===== src/hdl/ssp_spi_consts.vh =====
// Purpose: constants for the serial port module, SPI mode
// Assumes: 20 MHz system clock; control fields arrive as plain ports
// Notes:   mode codes share the four mode-select bits
`ifndef SSP_SPI_CONSTS_VH
`define SSP_SPI_CONSTS_VH
`define SSP_MODE_M4        4'h0
`define SSP_MODE_M16       4'h1
`define SSP_MODE_M64       4'h2
`define SSP_MODE_MTMR      4'h3
`define SSP_MODE_SLV_SS    4'h4
`define SSP_MODE_SLV       4'h5
`define SSP_DIV4_HALF      6'h01
`define SSP_DIV16_HALF     6'h07
`define SSP_DIV64_HALF     6'h1f
`define SSP_BITS           4'h8
`define SSP_BUF_DEPTH      2
`endif


===== src/hdl/ssp_spi_port.v =====
// Purpose: SPI-mode half of a synchronous serial port, master or slave
// Assumes: sck and ssN come from another clock domain and are synchronised
// Notes:   the oscillator is modelled by clk; one bit time at /4 is 4 clk
`timescale 1ns/10ps
`include "ssp_spi_consts.vh"
module ssp_spi_port (
  input  wire       clk,
  input  wire       reset_n,
  input  wire       portEnable,
  input  wire       clockPolarity,
  input  wire       clockEdgeSelect,
  input  wire       samplePhase,
  input  wire [3:0] modeSelect,
  input  wire       portAPinTwoLatch,
  input  wire       timerTick,
  input  wire       sdoDirOutput,
  input  wire       wrValid,
  input  wire [7:0] wrData,
  output wire       wrReady,
  input  wire       rdStrobe,
  output reg  [7:0] dataBuffer,
  output wire       rxValid,
  input  wire       rxReady,
  output reg  [7:0] rxData,
  output reg        bufferFullFlag,
  output reg        portInterruptFlag,
  input  wire       intFlagClear,
  output reg        writeCollisionFlag,
  input  wire       collisionClear,
  output reg        receiveOverflowFlag,
  input  wire       overflowClear,
  output reg        wakeRequest,
  output reg        busy,
  input  wire       sckIn,
  output reg        sckOut,
  output wire       sckOe,
  input  wire       sdiIn,
  output reg        sdoOut,
  output wire       sdoOe,
  input  wire       ssN
);

  // Bus-side decode of the mode field
  wire isMaster  = (modeSelect <= `SSP_MODE_MTMR);
  wire ssCtl     = (modeSelect == `SSP_MODE_SLV_SS) && portAPinTwoLatch;
  wire isSlave   = ~isMaster;

  // Two-flop synchronisers for the pins from the far side
  reg [1:0] sckSync_q;
  reg [1:0] sdiSync_q;
  reg [1:0] ssSync_q;
  reg       sckPrev_q;
  always @(posedge clk or negedge reset_n)
  begin
    if (!reset_n)
    begin
      sckSync_q <= 2'h0;
      sdiSync_q <= 2'h0;
      ssSync_q  <= 2'h3;
      sckPrev_q <= 1'b0;
    end
    else
    begin
      sckSync_q <= {sckSync_q[0], sckIn};
      sdiSync_q <= {sdiSync_q[0], sdiIn};
      ssSync_q  <= {ssSync_q[0], ssN};
      sckPrev_q <= sckSync_q[1];
    end
  end
  wire sckS = sckSync_q[1];
  wire sdiS = sdiSync_q[1];
  wire ssHigh = ssSync_q[1];

  // Port held in reset while disabled or deselected
  wire portClear = ~portEnable | (ssCtl & ssHigh);

  // Select high floats SDO straight from the pin so no byte boundary waits
  assign sdoOe = portEnable & sdoDirOutput & ~(ssCtl & ssN);
  assign sckOe = portEnable & isMaster;

  // Slave edges on synchronised SCK: leading is away from idle level
  wire sckRise = sckS & ~sckPrev_q;
  wire sckFall = ~sckS & sckPrev_q;
  wire slvLead  = clockPolarity ? sckFall : sckRise;
  wire slvTrail = clockPolarity ? sckRise : sckFall;

  // Two-entry transmit buffer between software writes and the shifter
  reg [7:0] txMem [0:`SSP_BUF_DEPTH-1];
  reg       txWr_q;
  reg       txRd_q;
  reg [1:0] txCnt_q;
  wire      txValid = (txCnt_q != 2'h0);
  wire      txFull  = (txCnt_q == 2'h2);
  reg       txPop;
  // Collision: a write while shifting is discarded, not queued
  wire      wrAttempt = wrValid & ~txFull;
  wire      wrBlocked = wrValid & (busy | ~portEnable);
  wire      txPush    = wrAttempt & ~wrBlocked;
  assign    wrReady = ~txFull;

  // Buffer pointers and occupancy
  always @(posedge clk or negedge reset_n)
  begin
    if (!reset_n)
    begin
      txWr_q  <= 1'b0;
      txRd_q  <= 1'b0;
      txCnt_q <= 2'h0;
    end
    else
    begin
      if (txPush)
      begin
        txMem[txWr_q] <= wrData;
        txWr_q        <= ~txWr_q;
      end
      if (txPop)
        txRd_q <= ~txRd_q;
      case ({txPush, txPop})
        2'b10:   txCnt_q <= txCnt_q + 2'h1;
        2'b01:   txCnt_q <= txCnt_q - 2'h1;
        default: txCnt_q <= txCnt_q;
      endcase
    end
  end

  // Master rate: reload value, one less than the half-period in clk ticks, or timer based
  function [5:0] halfLen;
    input [3:0] mode;
    begin
      case (mode)
        `SSP_MODE_M4:  halfLen = `SSP_DIV4_HALF;
        `SSP_MODE_M16: halfLen = `SSP_DIV16_HALF;
        default:       halfLen = `SSP_DIV64_HALF;
      endcase
    end
  endfunction

  // Shift engine state
  reg [7:0] shift_q;
  reg [3:0] bitCnt_q;
  reg [5:0] divCnt_q;
  reg [4:0] edgeCnt_q;
  reg       sampPend_q;
  // First tick whose sample is kept: edge select and sample phase pick it
  wire [4:0] sampFirst = clockEdgeSelect ? {4'h0, samplePhase} : (samplePhase ? 5'h02 : 5'h01);
  reg       rxDone;
  reg [7:0] rxByte;
  reg       tmrHalf_q;
  wire      tick = (modeSelect == `SSP_MODE_MTMR) ? (timerTick & tmrHalf_q)
                                                  : (divCnt_q == 6'h00);

  // Timer output is halved by taking every second pulse
  always @(posedge clk or negedge reset_n)
  begin
    if (!reset_n)
      tmrHalf_q <= 1'b0;
    else if (timerTick)
      tmrHalf_q <= ~tmrHalf_q;
  end

  // Master drives SCK; slave follows external edges; both shift MSb first
  always @(posedge clk or negedge reset_n)
  begin
    if (!reset_n)
    begin
      shift_q  <= 8'h00;
      bitCnt_q <= 4'h0;
      divCnt_q <= 6'h00;
      edgeCnt_q  <= 5'h00;
      sampPend_q <= 1'b0;
      busy     <= 1'b0;
      sckOut   <= 1'b0;
      sdoOut   <= 1'b0;
      txPop    <= 1'b0;
      rxDone   <= 1'b0;
      rxByte   <= 8'h00;
    end
    else
    begin
      txPop  <= 1'b0;
      rxDone <= 1'b0;
      sampPend_q <= 1'b0;
      if (portClear)
      begin
        bitCnt_q <= 4'h0;
        busy     <= 1'b0;
        edgeCnt_q <= 5'h00;
        sckOut   <= clockPolarity;
        if (isSlave & txValid & ~txPop)
        begin
          shift_q <= txMem[txRd_q];
          sdoOut  <= txMem[txRd_q][7];
          txPop   <= 1'b1;
        end
      end
      else if (isMaster)
      begin
        if (!busy)
        begin
          sckOut <= clockPolarity;
          if (txValid & ~txPop)
          begin
            shift_q  <= txMem[txRd_q];
            sdoOut   <= txMem[txRd_q][7];
            txPop    <= 1'b1;
            busy     <= 1'b1;
            bitCnt_q <= 4'h0;
            edgeCnt_q <= 5'h00;
            divCnt_q <= halfLen(modeSelect);
          end
        end
        else
        begin
          divCnt_q <= (divCnt_q == 6'h00) ? halfLen(modeSelect) : divCnt_q - 6'h01;
          // A sample lands one clk after its tick, so the two-flop delay on SDI is covered
          if (sampPend_q)
          begin
            rxByte   <= {rxByte[6:0], sdiS};
            bitCnt_q <= bitCnt_q + 4'h1;
          end
          if (tick)
          begin
            edgeCnt_q  <= edgeCnt_q + 5'h01;
            sampPend_q <= (edgeCnt_q >= sampFirst) && (edgeCnt_q[0] == sampFirst[0])
                          && (bitCnt_q != `SSP_BITS);
            if (edgeCnt_q < 5'h10)
              sckOut <= ~sckOut;
            // Edge select 0 moves data on leading edges, 1 on trailing edges
            if (!clockEdgeSelect && !edgeCnt_q[0] && (edgeCnt_q < 5'h10))
            begin
              sdoOut  <= shift_q[7];
              shift_q <= {shift_q[6:0], 1'b0};
            end
            if (clockEdgeSelect && edgeCnt_q[0] && (edgeCnt_q < 5'h0f))
            begin
              sdoOut  <= shift_q[6];
              shift_q <= {shift_q[6:0], 1'b0};
            end
          end
          // Done once sixteen edges are out and eight samples are in
          if ((edgeCnt_q >= 5'h10) && (bitCnt_q == `SSP_BITS) && !sampPend_q)
          begin
            busy   <= 1'b0;
            rxDone <= 1'b1;
          end
        end
      end
      else
      begin
        // Slave: the first leading edge marks the transfer busy
        if (slvLead)
        begin
          busy <= 1'b1;
          if (clockEdgeSelect)
            shift_q <= {shift_q[6:0], sdiS};
          else
            sdoOut <= shift_q[7];
        end
        if (slvTrail)
        begin
          if (!clockEdgeSelect)
            shift_q <= {shift_q[6:0], sdiS};
          else
            sdoOut <= shift_q[7];
          bitCnt_q <= bitCnt_q + 4'h1;
          if (bitCnt_q == `SSP_BITS - 4'h1)
          begin
            bitCnt_q <= 4'h0;
            busy     <= 1'b0;
            rxDone   <= 1'b1;
            rxByte   <= clockEdgeSelect ? shift_q : {shift_q[6:0], sdiS};
          end
        end
        if (!busy & txValid & ~txPop & ~slvLead)
        begin
          shift_q <= txMem[txRd_q];
          sdoOut  <= txMem[txRd_q][7];
          txPop   <= 1'b1;
        end
      end
    end
  end

  // Received-byte stream mirrors the buffer for a streaming consumer
  reg rxValid_q;
  assign rxValid = rxValid_q;

  // Buffer, flags and wake; a set always beats a clear in the same cycle
  always @(posedge clk or negedge reset_n)
  begin
    if (!reset_n)
    begin
      dataBuffer          <= 8'h00;
      rxData              <= 8'h00;
      rxValid_q           <= 1'b0;
      bufferFullFlag      <= 1'b0;
      portInterruptFlag   <= 1'b0;
      writeCollisionFlag  <= 1'b0;
      receiveOverflowFlag <= 1'b0;
      wakeRequest         <= 1'b0;
    end
    else
    begin
      wakeRequest <= rxDone & isSlave;
      if (rxValid_q & rxReady)
        rxValid_q <= 1'b0;
      if (rxDone)
      begin
        portInterruptFlag <= 1'b1;
        if (bufferFullFlag & ~rdStrobe)
          receiveOverflowFlag <= 1'b1;
        else
        begin
          dataBuffer     <= rxByte;
          bufferFullFlag <= 1'b1;
          rxData         <= rxByte;
          rxValid_q      <= 1'b1;
        end
      end
      else
      begin
        if (rdStrobe)
          bufferFullFlag <= 1'b0;
        if (intFlagClear)
          portInterruptFlag <= 1'b0;
        if (overflowClear)
          receiveOverflowFlag <= 1'b0;
      end
      if (wrBlocked)
        writeCollisionFlag <= 1'b1;
      else if (collisionClear)
        writeCollisionFlag <= 1'b0;
    end
  end

endmodule // ssp_spi_port


===== config.mk =====
export PLATFORM = sky130hd
export DESIGN_NAME = ssp_spi_port
export DESIGN_NICKNAME = d
export VERILOG_FILES = /design/src/hdl/ssp_spi_port.v
export VERILOG_INCLUDE_DIRS = /design/src /design/src/hdl
export SDC_FILE = /design/constraint.sdc
export NUM_CORES = 1
export LEC_CHECK = 0
export ABC_AREA = 1
export CAP_MARGIN = 20
export CORE_ASPECT_RATIO = 0.75
export CORE_MARGIN = 2
export CORE_UTILIZATION = 55
export CTS_CLUSTER_DIAMETER = 120
export DETAILED_ROUTE_END_ITERATION = 10
export DONT_BUFFER_PORTS = 1
export PLACE_DENSITY = 0.7
export REMOVE_ABC_BUFFERS = 1
export SLEW_MARGIN = 20
export SYNTH_ARGS = -nofsm -noshare
export SYNTH_HDL_FRONTEND = slang
export SYNTH_SLANG_ARGS = --single-unit

===== constraint.sdc =====
create_clock -name clk -period 2.4 [get_ports clk]
set_clock_uncertainty 0.05 [all_clocks]
set_input_delay 0.24 -clock clk [delete_from_list [all_inputs] [get_ports clk]]
set_output_delay 0.24 -clock clk [all_outputs]
set_load 0.02 [all_outputs]

# Word level (Yosys, flattened, before mapping)
# Memory sizes are Yosys's and may differ from the RTL's.
# Cells that the tools add are included.
# W data, S select, Z words.
# word_totals
n_memories	1
output_inout_bits	28
word_cells	230
register_bits	63
mem_bits_rw	16
# memory_table
name	depth	word_bits	read_ports	rd_ports_with_merged_regs	wr	line_no	rtl
txMem	2	8	1	0	1	ssp_spi_port.v:88	reg [7:0] txMem [0:`SSP_BUF_DEPTH-1];
# classes
n_mux	97
n_addsub	5
reduce_logical	37
order_cmp	5
bitwise	38
n_eq_ne	21
# ops
operator	n
$mux W8	19
$mux W1	59
$mux W4	7
$mux W5	5
$and A1 B1 Y1	20
$reduce_bool A2 Y1	10
$mux W6	3
$not A1 Y1	16
$ne A4 B2 Y1 const B	3
$reduce_and A3 Y1	4
$logic_and A1 B1 Y1	10
$pmux W5 S2	1
$eq A4 B3 Y1 const B	2
$logic_not A6 Y1	1
$ne A2 B1 Y1 const B	3
$ne A3 B1 Y1 const B	2
$reduce_and A2 Y1	3
$reduce_bool A3 Y1	2
$sub A6 B1 Y6 const B	1
$add A5 B1 Y5 const B	1
$ge A5 B2 Y1	1
$ge A5 B5 Y1 const B	1
$lt A5 B4 Y1 const B	1
$lt A5 B5 Y1 const B	1
other kinds (20)	27

# Logic depth before layout (Yosys ltp)
# Gate-level depths: netlist of run 1.
# logic_depth
ltp_word	9
depth_mapped	13
ltp_nobuf	13

# Least setup slack after synthesis of run 1
# Ideal clock, no wire load.
# synth_path
path_kind	reg2reg
from	reg busy
to	mem txMem[0][0], enable pin
t_arrival_ns	1.581
setup_time_ns	0.383
path_buffers	1
slack_ns	0.386
path_stages_with_launch	5
cell_sequence	dfrtp_1 buf_6 o21ai_0 nand3_1 nor3_1
# synth_between
elab_chain_cells	7
# synth_rtl
item	line_no	rtl
start, declared	ssp_spi_port.v:33	output reg busy,
start signal, assigned	ssp_spi_port.v:172	busy <= 1'b0;
start signal, assigned	ssp_spi_port.v:187	busy <= 1'b0;
start signal, assigned	ssp_spi_port.v:207	busy <= 1'b1;
$or A1 B1 Y1	ssp_spi_port.v:97	wire wrBlocked = wrValid & (busy | ~portEnable);
$and A1 B1 Y1	ssp_spi_port.v:97	
$not A1 Y1	ssp_spi_port.v:98	wire txPush = wrAttempt & ~wrBlocked;
$and A1 B1 Y1	ssp_spi_port.v:98	
$mux W1	ssp_spi_port.v:112	if (txPush)
$logic_and A1 B1 Y1 (implied by the code)	ssp_spi_port.v:114	txMem[txWr_q] <= wrData;
$mux W1 (implied by the code)	ssp_spi_port.v:114	
end, declared	ssp_spi_port.v:88	
# No other way between the ends.

# Final worst setup path of run 1
# layout_path
from	reg sckSync_q[1]
to	reg rxByte[0]
# layout_between
elab_chain_cells	5
# layout_rtl
item	line_no	rtl
start, declared	ssp_spi_port.v:49	reg [1:0] sckSync_q;
start signal, assigned	ssp_spi_port.v:64	sckSync_q <= {sckSync_q[0], sckIn};
$not A1 Y1	ssp_spi_port.v:83	wire sckFall = ~sckS & sckPrev_q;
$and A1 B1 Y1	ssp_spi_port.v:83	
$mux W1 *	ssp_spi_port.v:85	wire slvTrail = clockPolarity ? sckRise : sckFall;
$reduce_bool A2 Y1 (no source line) *	-	
$reduce_and A5 Y1 (no source line) *	-	
end signal, assigned	ssp_spi_port.v:219	rxByte <= {rxByte[6:0], sdiS};
end signal, assigned	ssp_spi_port.v:272	rxByte <= clockEdgeSelect ? shift_q : {shift_q[6:0], sdiS};
end, declared	ssp_spi_port.v:148	reg [7:0] rxByte;
# Mark *: on every way between the ends. The rest lies on a longest branch, timed or not.
# A chain may end at the register's enable or synchronous reset.

==> flow_summary.toml, run 1 <==
[grt]
antenna_found_initial = 0
grt_pass1_wl_um = 17200
grt_pass1_vias = 3636
overflow = 0
grtUsageTotal_pct = 25.0
grt_max_degree = 64

[clocking]
path_clk_slew_ns = 0.09
clk_path_buf_depth = 2
cts_resized = 0
cts-root-buf = "clkbuf_8"
cts_setup_buffers = 0
cts.htree.levels = 3
insertion_delay_ns = 0.35
cts_tree = "built"
cts_sinks = 79
cts_buffers = 9
ctsHoldBuffers = 17

[placement]
gp_congestion = 0.901
dp.final_hpwl_um = 6950
io_buffers = 0

[finish]
drive_above_1_share_pct = 8.40
nets = 618
seqCellArea_um2 = 2060
final_cell_mix = "nand2_1, inv_1, dfrtp_1, o21ai_0, nor2_1"
multi_input_area_um2 = 1990
fillers = 698
final_util_pct = 62.1
area_growth_pct = 9.79
final_common_cell = "nand2_1"

[sta]
setup_viol = 0
fin_crit_ns = 2.10
hold_violations = 0
slew_headroom_pct = 62.3
max_freq_ghz = 0.476
holdWs_ns = 0.0184
fin_setup_tns_ns = 0
rsz0062_at_grt = "no"
slew_viol_final = 0
post-route-period-util_pct = 87.5
worst_slew_pin_slew_ns = 0.564

[setup_path]
required_ns = 2.64
reg2reg_from = "sckSync_q[1]"
worstPathCellList = "inv_1 > nand3_1 > nand2_1 > o21ai_1 > nor3_4 > o211ai_1 > o21ai_0"
crit_slowest_cell = "nor3_4"
critPathMaxStageDelay_ns = 0.53
crit_path_max_fanout = 16
critPathArrivalTime_ns = 2.33
worstSetupEndpointType = "flop"
reg2reg_slack_ns = 0.30
start_kind = "flop"
crit_start = "sckSync_q[1]"
critPathKind = "reg -> reg"

[power_and_ir_drop]
ir_drop_uv = 569
power_mw = 4.71
power_density_nw_per_um2 = 962
switching_power_mw = 1.96
p_seq_share_pct = 45.5
p_leak_nw = 2.38
p_comb_share_pct = 32.0
switching_share_pct = 41.6
internal-power_mw = 2.75
p_clk_share_pct = 22.5

[yosys]
synth.avg_cell_area_um2 = 7.90
yosys_register_bits = 79
synth_edf_count = 16
syn_area_um2 = 4460
syn_inst = 565
synth_cell_types = 42
synth_top_flop_cell = "dfrtp_1"
async_flop_share_pct = 79.7
yosysWarnings = 0
ys_seq_area_share_pct = 46.2

[min_path]
min_from = "rdStrobe"
worstHoldPathType = "in -> reg"

[floorplanning]
core_um2 = 7880
ioPinCount = 58
start_util_pct = 56.6
core.rowCount = 28
fp.dieW_um = 108
dieArea_um2 = 8860
fp.dieH_um = 82

[detailed_routing]
drt_iter0_markers = 366
postRouteAntennaNets = 0
num_vias = 3829
via_per_inst = 5.55
drc = 0
drtPass1Iterations = 5
wirelength_um = 10200
wl_per_cell_um = 14.8

[run_status]
status = "completed"

[run]
maxCapViolCount = 0
layer usage:
metal | part of all wire [%] | up-vias | track usage, %
met5 | 0 | - | 0
met4 | 0.72 | 0 | 6.15
met3 | 7.5 | 9 | 6.27
met2 | 44 | 163 | 38.7
met1 | 48 | 1793 | 35.4
li1 | - | 1864 | -
worst max-delay path: cells and delay by family (launching register included):
kind / cells / cell delay [ns]
compound gates: 3 / 0.49
simple gates: 3 / 0.97
flops: 1 / 0.42
buf+inv: 1 / 0.10
cell families after synthesis:
kind of cell / count (synthesis) / share of synthesized area (%)
mux: 7 / 1.60
fa+ha+maj: 10 / 2.80
compound gates: 101 / 12.6
simple gates: 268 / 26.1
xor+xnor: 7 / 1.37
buf+inv: 93 / 9.34
flops: 79 / 46.2
flip-flops by register name (all words and copies together), names as in the netlist, 4 cells and up:
register   cells
divCnt_q       6
bitCnt_q       4
rxByte         8
txMem         16
edgeCnt_q      5
shift_q        8
rxData         8
power groups by stage:
| stage | Clock (mW) | Sequential, mW | Combinational [mW] |
|---|---|---|---|
| global placement | 0 | 2.15 | 1.40 |
| detailed placement | 0 | 2.17 | 1.44 |
| finish | 1.06 | 2.14 | 1.51 |
| CTS | 1.08 | 2.14 | 1.50 |
| global route | 1.14 | 2.19 | 1.76 |
| floorplan | 0 | 2.09 | 1.13 |
Yosys cell counts, types with 3 or more instances:
| cell | count | share of area (%) |
|---|---|---|
| buf_6 | 4 | 1.0 |
| o21ai_1 | 4 | 0.45 |
| a31oi_1 | 3 | 0.42 |
| nor3_1 | 7 | 0.79 |
| nand2_1 | 161 | 14 |
| inv_2 | 5 | 0.42 |
| o21ai_2 | 4 | 0.79 |
| buf_2 | 6 | 0.67 |
| nand2_2 | 3 | 0.42 |
| clkbuf_1 | 4 | 0.34 |
| o21ai_0 | 50 | 5.6 |
| mux2i_1 | 6 | 1.3 |
| nand3_1 | 37 | 4.2 |
| ha_1 | 10 | 2.8 |
| edfxtp_1 | 16 | 11 |
| buf_4 | 8 | 1.3 |
| nand4_1 | 7 | 0.98 |
| inv_1 | 66 | 5.6 |
| a21oi_1 | 24 | 2.7 |
| o22ai_1 | 8 | 1.1 |
| xor2_1 | 5 | 0.98 |
| nor2_1 | 42 | 3.5 |
| dfrtp_1 | 61 | 34 |
stage by stage:
stage	instances	setup WS, ns	cell area, um^2
6_report	690	0.301	4900
5_1_grt	688	0.142	4890
4_1_cts	688	0.346	4890
3_5_place_dp	655	0.357	4500
3_3_place_gp	655	0.491	4500
2_1_floorplan	543	0.412	4310
path summary, 6_finish.rpt:
check,depth (start not counted),end
worst max-delay path,7,rxByte[0]
worst min-delay path,3,bufferFullFlag
worst max register to register,7,rxByte[0]
worst min register to register,0,ssSync_q[1]
max in group asynchronous,2,ssSync_q[0]
min in group asynchronous,2,rxValid
area by class of cell:
cell class,count,share of cell area [%]
Tap cell,105,2.68
Clock inverter,7,1.76
Clock buffer,9,2.53
Inverter,71,5.44
Multi-Input combinational cell,393,40.5
Sequential cell,79,42.0
Timing Repair Buffer,24,4.90
Antenna cell,2,0.102
Power figures use the tool's default switching activity.
==> run 2: changes to the inputs <==
--- a/config.mk
+++ b/config.mk
@@ -6,7 +6,7 @@
 export SDC_FILE = /design/constraint.sdc
 export NUM_CORES = 1
 export LEC_CHECK = 0
-export ABC_AREA = 1
+export ABC_AREA = 0
 export CAP_MARGIN = 20
 export CORE_ASPECT_RATIO = 0.75
 export CORE_MARGIN = 2
==> flow_summary.toml, run 2 <==
[setup_path]
worstSetupEndpointType = "flop"
start_kind = "flop"
critPathKind = "reg -> reg"
critPathArrivalTime_ns = 2.53
required_ns = 2.64
crit_path_max_fanout = 8

[yosys]
synth_edf_count = 16
yosys_register_bits = 79
yosysTopAreaCell = "dfrtp_1"
syn_area_um2 = 4280
yosys-top-cells-count = "dfrtp_1, o21ai_0, nand2_1"
synth_top_flop_cell = "dfrtp_1"
synth_area_leaders = "dfrtp_1, edfxtp_1, mux2_2"
synth_top_area_share_pct = 35.7
synth_cell_types = 63
yosysMostFrequentCell = "dfrtp_1"
synth.avg_cell_area_um2 = 10.2
yosysWarnings = 0
syn_inst = 420
ys_seq_area_share_pct = 48.1
async_flop_share_pct = 79.7

[sta]
rsz0062_at_grt = "no"
fin_crit_ns = 2.29
worst_slew_pin_slew_ns = 0.715
slew_headroom_pct = 52.2
slew_viol_final = 0
fin_setup_tns_ns = 0
setup_viol = 0
hold_violations = 0
post-route-period-util_pct = 95.6
max_freq_ghz = 0.436

[run_status]
status = "completed"

[grt]
antenna_found_initial = 1
grt_pass1_vias = 3200
grt_pass1_wl_um = 15900
grt_max_degree = 64
grtUsageTotal_pct = 24.3
overflow = 0

[finish]
final_util_pct = 64.4
fillers = 603
max_flop_register = "txMem"
n_antenna_cell = 0
multi_input_area_um2 = 2040
nets = 479
largest_reg_flops = 16
seqCellArea_um2 = 2060
area_growth_pct = 11.9
final_cell_mix = "dfrtp_1, o21ai_0, nand2_1, a21oi_1, nor2_1"
drive_above_1_share_pct = 15.1
final_common_cell = "dfrtp_1"

[clocking]
cts_tree = "built"
insertion_delay_ns = 0.35
cts.htree.levels = 3
clk_path_buf_depth = 2
cts-root-buf = "clkbuf_8"
path_clk_slew_ns = 0.09
cts_sinks = 79
cts_buffers = 9

[power_and_ir_drop]
p_leak_nw = 1.99
p_comb_share_pct = 29.4
p_seq_share_pct = 46.4
internal-power_mw = 2.66
ir_drop_uv = 687
p_clk_share_pct = 24.2
switching_share_pct = 35.6
power_density_nw_per_um2 = 863
switching_power_mw = 1.47

[detailed_routing]
drc = 0
num_vias = 3276
postRouteAntennaNets = 0
via_per_inst = 6.01
drt_iter0_markers = 254
wl_per_cell_um = 17.5
wirelength_um = 9510
drtPass1Iterations = 5

[placement]
dp.final_hpwl_um = 6250
io_buffers = 0
gp_congestion = 0.857

[min_path]
worstHoldPathType = "in -> reg"

[floorplanning]
ioPinCount = 58
fp.dieH_um = 80.4
fp.dieW_um = 106
dieArea_um2 = 8510
core_um2 = 7430
start_util_pct = 57.6
core.rowCount = 27

[run]
maxCapViolCount = 0
-- run 2: cell count changes after synthesis, moves of 6 or more --
cell / delta
nand2_1: -125
inv_1: -48
nand3_1: -25
mux2_2: +18
nor2_1: -17
mux2i_1: +11
clkbuf_1: +9
nand2b_1: +9
o21ai_0: -8
a2bb2oi_1: +7
o22ai_1: -7
and2_1: +6
-- run 2: kinds of logic after synthesis --
family,synth area share [%]
AOI/OAI and AO/OA,17.1
xor gates and xnor gates,1.43
adders and majority gates,2.92
buffers and inverters,4.47
DFF,48.1
muxes,8.98
and+or+nand+nor,16.9
-- run 2: critical path: stages, from the launching register on --
cell	delay, ns
dfrtp_1	0.40
inv_1	0.09
ha_1	0.13
or4b_4	0.49
or3_4	0.36
a31oi_4	0.31
mux2_4	0.33
nor2_1	0.08
-- run 2: final cells by class --
cell class	count	area share, %
clock buffers	10	2.66
clock inverters	6	1.41
inverters	18	1.41
multi-input cells	299	42.5
flip-flops and latches	79	43.0
well taps	101	2.64
repair buffers	32	6.37
-- run 2: power groups by stage --
stage / Clock, mW / Combinational [mW] / Sequential, mW
after detailed placement: 0 / 1.12 / 1.94
final: 1.00 / 1.21 / 1.92
after CTS: 1.02 / 1.19 / 1.91
after global routing: 1.08 / 1.36 / 1.96
after global placement: 0 / 1.09 / 1.93
after floorplan: 0 / 0.879 / 1.86
-- run 2: timing repair --
item | CTS | global route
setup buffers | 0 | 1
resized for setup | 0 | 3
hold endpoints to repair | 87 | 0
hold buffers | 19 | 0
endpoints found under the setup margin | 0 | 12
-- run 2: metrics by stage --
stage | std cells | power, mW | instance area (um^2) | setup WS [ns] | hold slack (ns)
global placement | 509 | 3.02 | 4370 | 0.0954 | -0.104
global route | 545 | 4.40 | 4790 | 0.0149 | 0.0721
finish | 545 | 4.13 | 4790 | 0.107 | 0.0379
floorplan | 396 | 2.74 | 4160 | 0.0356 | -0.106
CTS | 544 | 4.12 | 4770 | 0.0272 | 0.0282
detailed placement | 509 | 3.06 | 4370 | 0.0494 | -0.103
-- run 2: routing by layer --
layer | share of wire (%) | global-route usage (%) | wire [um]
met1 | 48 | 34.0 | 4540
met2 | 45 | 38.1 | 4270
met3 | 6.8 | 5.93 | 645
met4 | 0.66 | 6.18 | 63
met5 | 0 | 0 | 0
-- run 2: path summary, 6_finish.rpt --
kind,from,end,slack (ns),cells after the start
setup / recovery,divCnt_q[1],edgeCnt_q[1],0.11,7
hold / removal,clockPolarity,sckOut,0.04,2
setup reg to reg,divCnt_q[1],edgeCnt_q[1],0.11,7
max in group asynchronous,reset_n,ssSync_q[0],1.60,2
min in group asynchronous,reset_n,edgeCnt_q[2],0.36,2
hold reg to reg,ssSync_q[0],ssSync_q[1],0.31,0
==> run 3: changes to the inputs <==
==> constraint.sdc (replaced) <==
create_clock -name clk -period 2.3 [get_ports clk]
set_clock_uncertainty 0.05 [all_clocks]
set_input_delay 0.23 -clock clk [delete_from_list [all_inputs] [get_ports clk]]
set_output_delay 0.23 -clock clk [all_outputs]
set_load 0.02 [all_outputs]
==> flow_summary.toml, run 3 (synthesis results as in run 2) <==
[finish]
n_antenna_cell = 0
area_growth_pct = 15.4
final_common_cell = "dfrtp_1"
largest_reg_flops = 16
final_cell_mix = "dfrtp_1, o21ai_0, nand2_1, a21oi_1, nor2_1"
final_util_pct = 66.4
nets = 487
drive_above_1_share_pct = 18.4
max_flop_register = "txMem"
post-route-cell-area_um2 = 4940
fillers = 581

[floorplanning]
dieArea_um2 = 8510
core_um2 = 7430
fp.dieW_um = 106
start_util_pct = 57.6
ioPinCount = 58
core.rowCount = 27
fp.dieH_um = 80.4

[setup_path]
critPathKind = "reg -> reg"
crit_family = "simple AND/OR/NAND/NOR gates"
critPathArrivalTime_ns = 2.49
worstPathCellList = "inv_2 > ha_4 > or4b_4 > or3_4 > a31oi_4 > buf_6 > mux2i_2 > a21oi_1"
required_ns = 2.50
worstSetupEndpointType = "flop"
crit_path_max_fanout = 4
start_kind = "flop"
crit_slowest_cell = "or4b_4"
cp_num_buf_inv = 2
critPathMaxStageDelay_ns = 0.47
reg2reg_slack_ns = 0.02

[clocking]
cts_tree = "built"
cts-root-buf = "clkbuf_8"
path_clk_slew_ns = 0.09
clk_path_buf_depth = 2
cts_sinks = 79
cts.htree.levels = 3
insertion_delay_ns = 0.36
cts_buffers = 9

[sta]
max_freq_ghz = 0.438
rsz0062_at_grt = "yes"
hold_violations = 0
slew_viol_final = 0
worst_slew_pin_slew_ns = 0.558
post-route-period-util_pct = 99.3
slew_headroom_pct = 62.6
setup_viol = 0
fin_crit_ns = 2.28

[power_and_ir_drop]
switching_share_pct = 34.9
p_clk_share_pct = 25.8
switching_power_mw = 1.59
p_comb_share_pct = 30.1
power_density_nw_per_um2 = 921
p_leak_nw = 2.05
ir_drop_uv = 670
p_seq_share_pct = 44.1
internal-power_mw = 2.96
power_mw = 4.55

[detailed_routing]
via_per_inst = 6.00
wirelength_um = 9470
num_vias = 3316
wl_per_cell_um = 17.1
postRouteAntennaNets = 0
drc = 0
drt_iter0_markers = 261
drtPass1Iterations = 5

[run_status]
status = "completed"

[grt]
grt_max_degree = 64
grtUsageTotal_pct = 23.6
grt_pass1_vias = 3123
overflow = 0
grt_pass1_wl_um = 15400
antenna_found_initial = 0

[placement]
gp_congestion = 0.841
dp.final_hpwl_um = 6140
postPlaceCellArea_um2 = 4390
io_buffers = 0

[min_path]
worstHoldPathType = "in -> reg"

[run]
maxCapViolCount = 0
==> run 3: per-stage QoR <==
stage          std cells  setup slack (ns)  hold WS [ns]  setup TNS [ns]
6_report             553            0.0170        0.0346               0
5_1_grt              553           -0.0919        0.0346          -0.242
4_1_cts              548           0.00104        0.0134               0
3_5_place_dp         511           -0.0930        -0.114          -0.101
3_3_place_gp         511          -0.00321        -0.113        -0.00321
2_1_floorplan        396           -0.0544        -0.116          -0.411
==> run 3: repair_timing <==
| action | in CTS | in global routing |
|---|---|---|
| hold endpoints to repair | 87 | 0 |
| setup buffers | 2 | 5 |
| pin swaps | 1 | 6 |
| resized for setup | 0 | 16 |
| hold buffers | 19 | 0 |
| gates cloned | 0 | 0 |
| setup endpoints to repair | 2 | 22 |
==> run 3: path summary, 6_finish.rpt <==
check                                    from      endpoint  cells past startpoint
worst max-delay path              divCnt_q[0]  edgeCnt_q[3]                      8
worst min-delay path            clockPolarity        sckOut                      2
worst max register to register    divCnt_q[0]  edgeCnt_q[3]                      8
worst min register to register   sdiSync_q[0]  sdiSync_q[1]                      0
max in group asynchronous             reset_n   ssSync_q[1]                      2
min in group asynchronous             reset_n  edgeCnt_q[3]                      2
==> run 3: per-layer routing <==
layer / vias to the layer above / share of wire, % / track usage, %
met4: 0 / 1.0 / 8.55
met2: 114 / 45 / 35.0
met5: - / 0 / 0
li1: 1584 / - / -
met1: 1607 / 48 / 33.7
met3: 11 / 6.5 / 5.84
==> run 3: area by class of cell <==
| cell class | count | area (um^2) | area share (%) |
|---|---|---|---|
| flip-flops and latches | 79 | 2060 | 41.7 |
| clock inverters | 6 | 92.6 | 1.88 |
| multi-input cells | 299 | 2090 | 42.3 |
| inverters | 18 | 67.6 | 1.37 |
| clock buffers | 10 | 128 | 2.59 |
| well taps | 101 | 126 | 2.56 |
| repair buffers | 40 | 377 | 7.63 |
==> run 3: power groups by stage <==
stage          clock (mW)  sequential, mW  combinational [mW]
2_1_floorplan           0            1.94               0.917
3_3_place_gp            0            2.01                1.16
3_5_place_dp            0            2.02                1.19
4_1_cts              1.19            1.99                1.27
5_1_grt              1.24            2.05                1.52
6_report             1.17            2.01                1.37
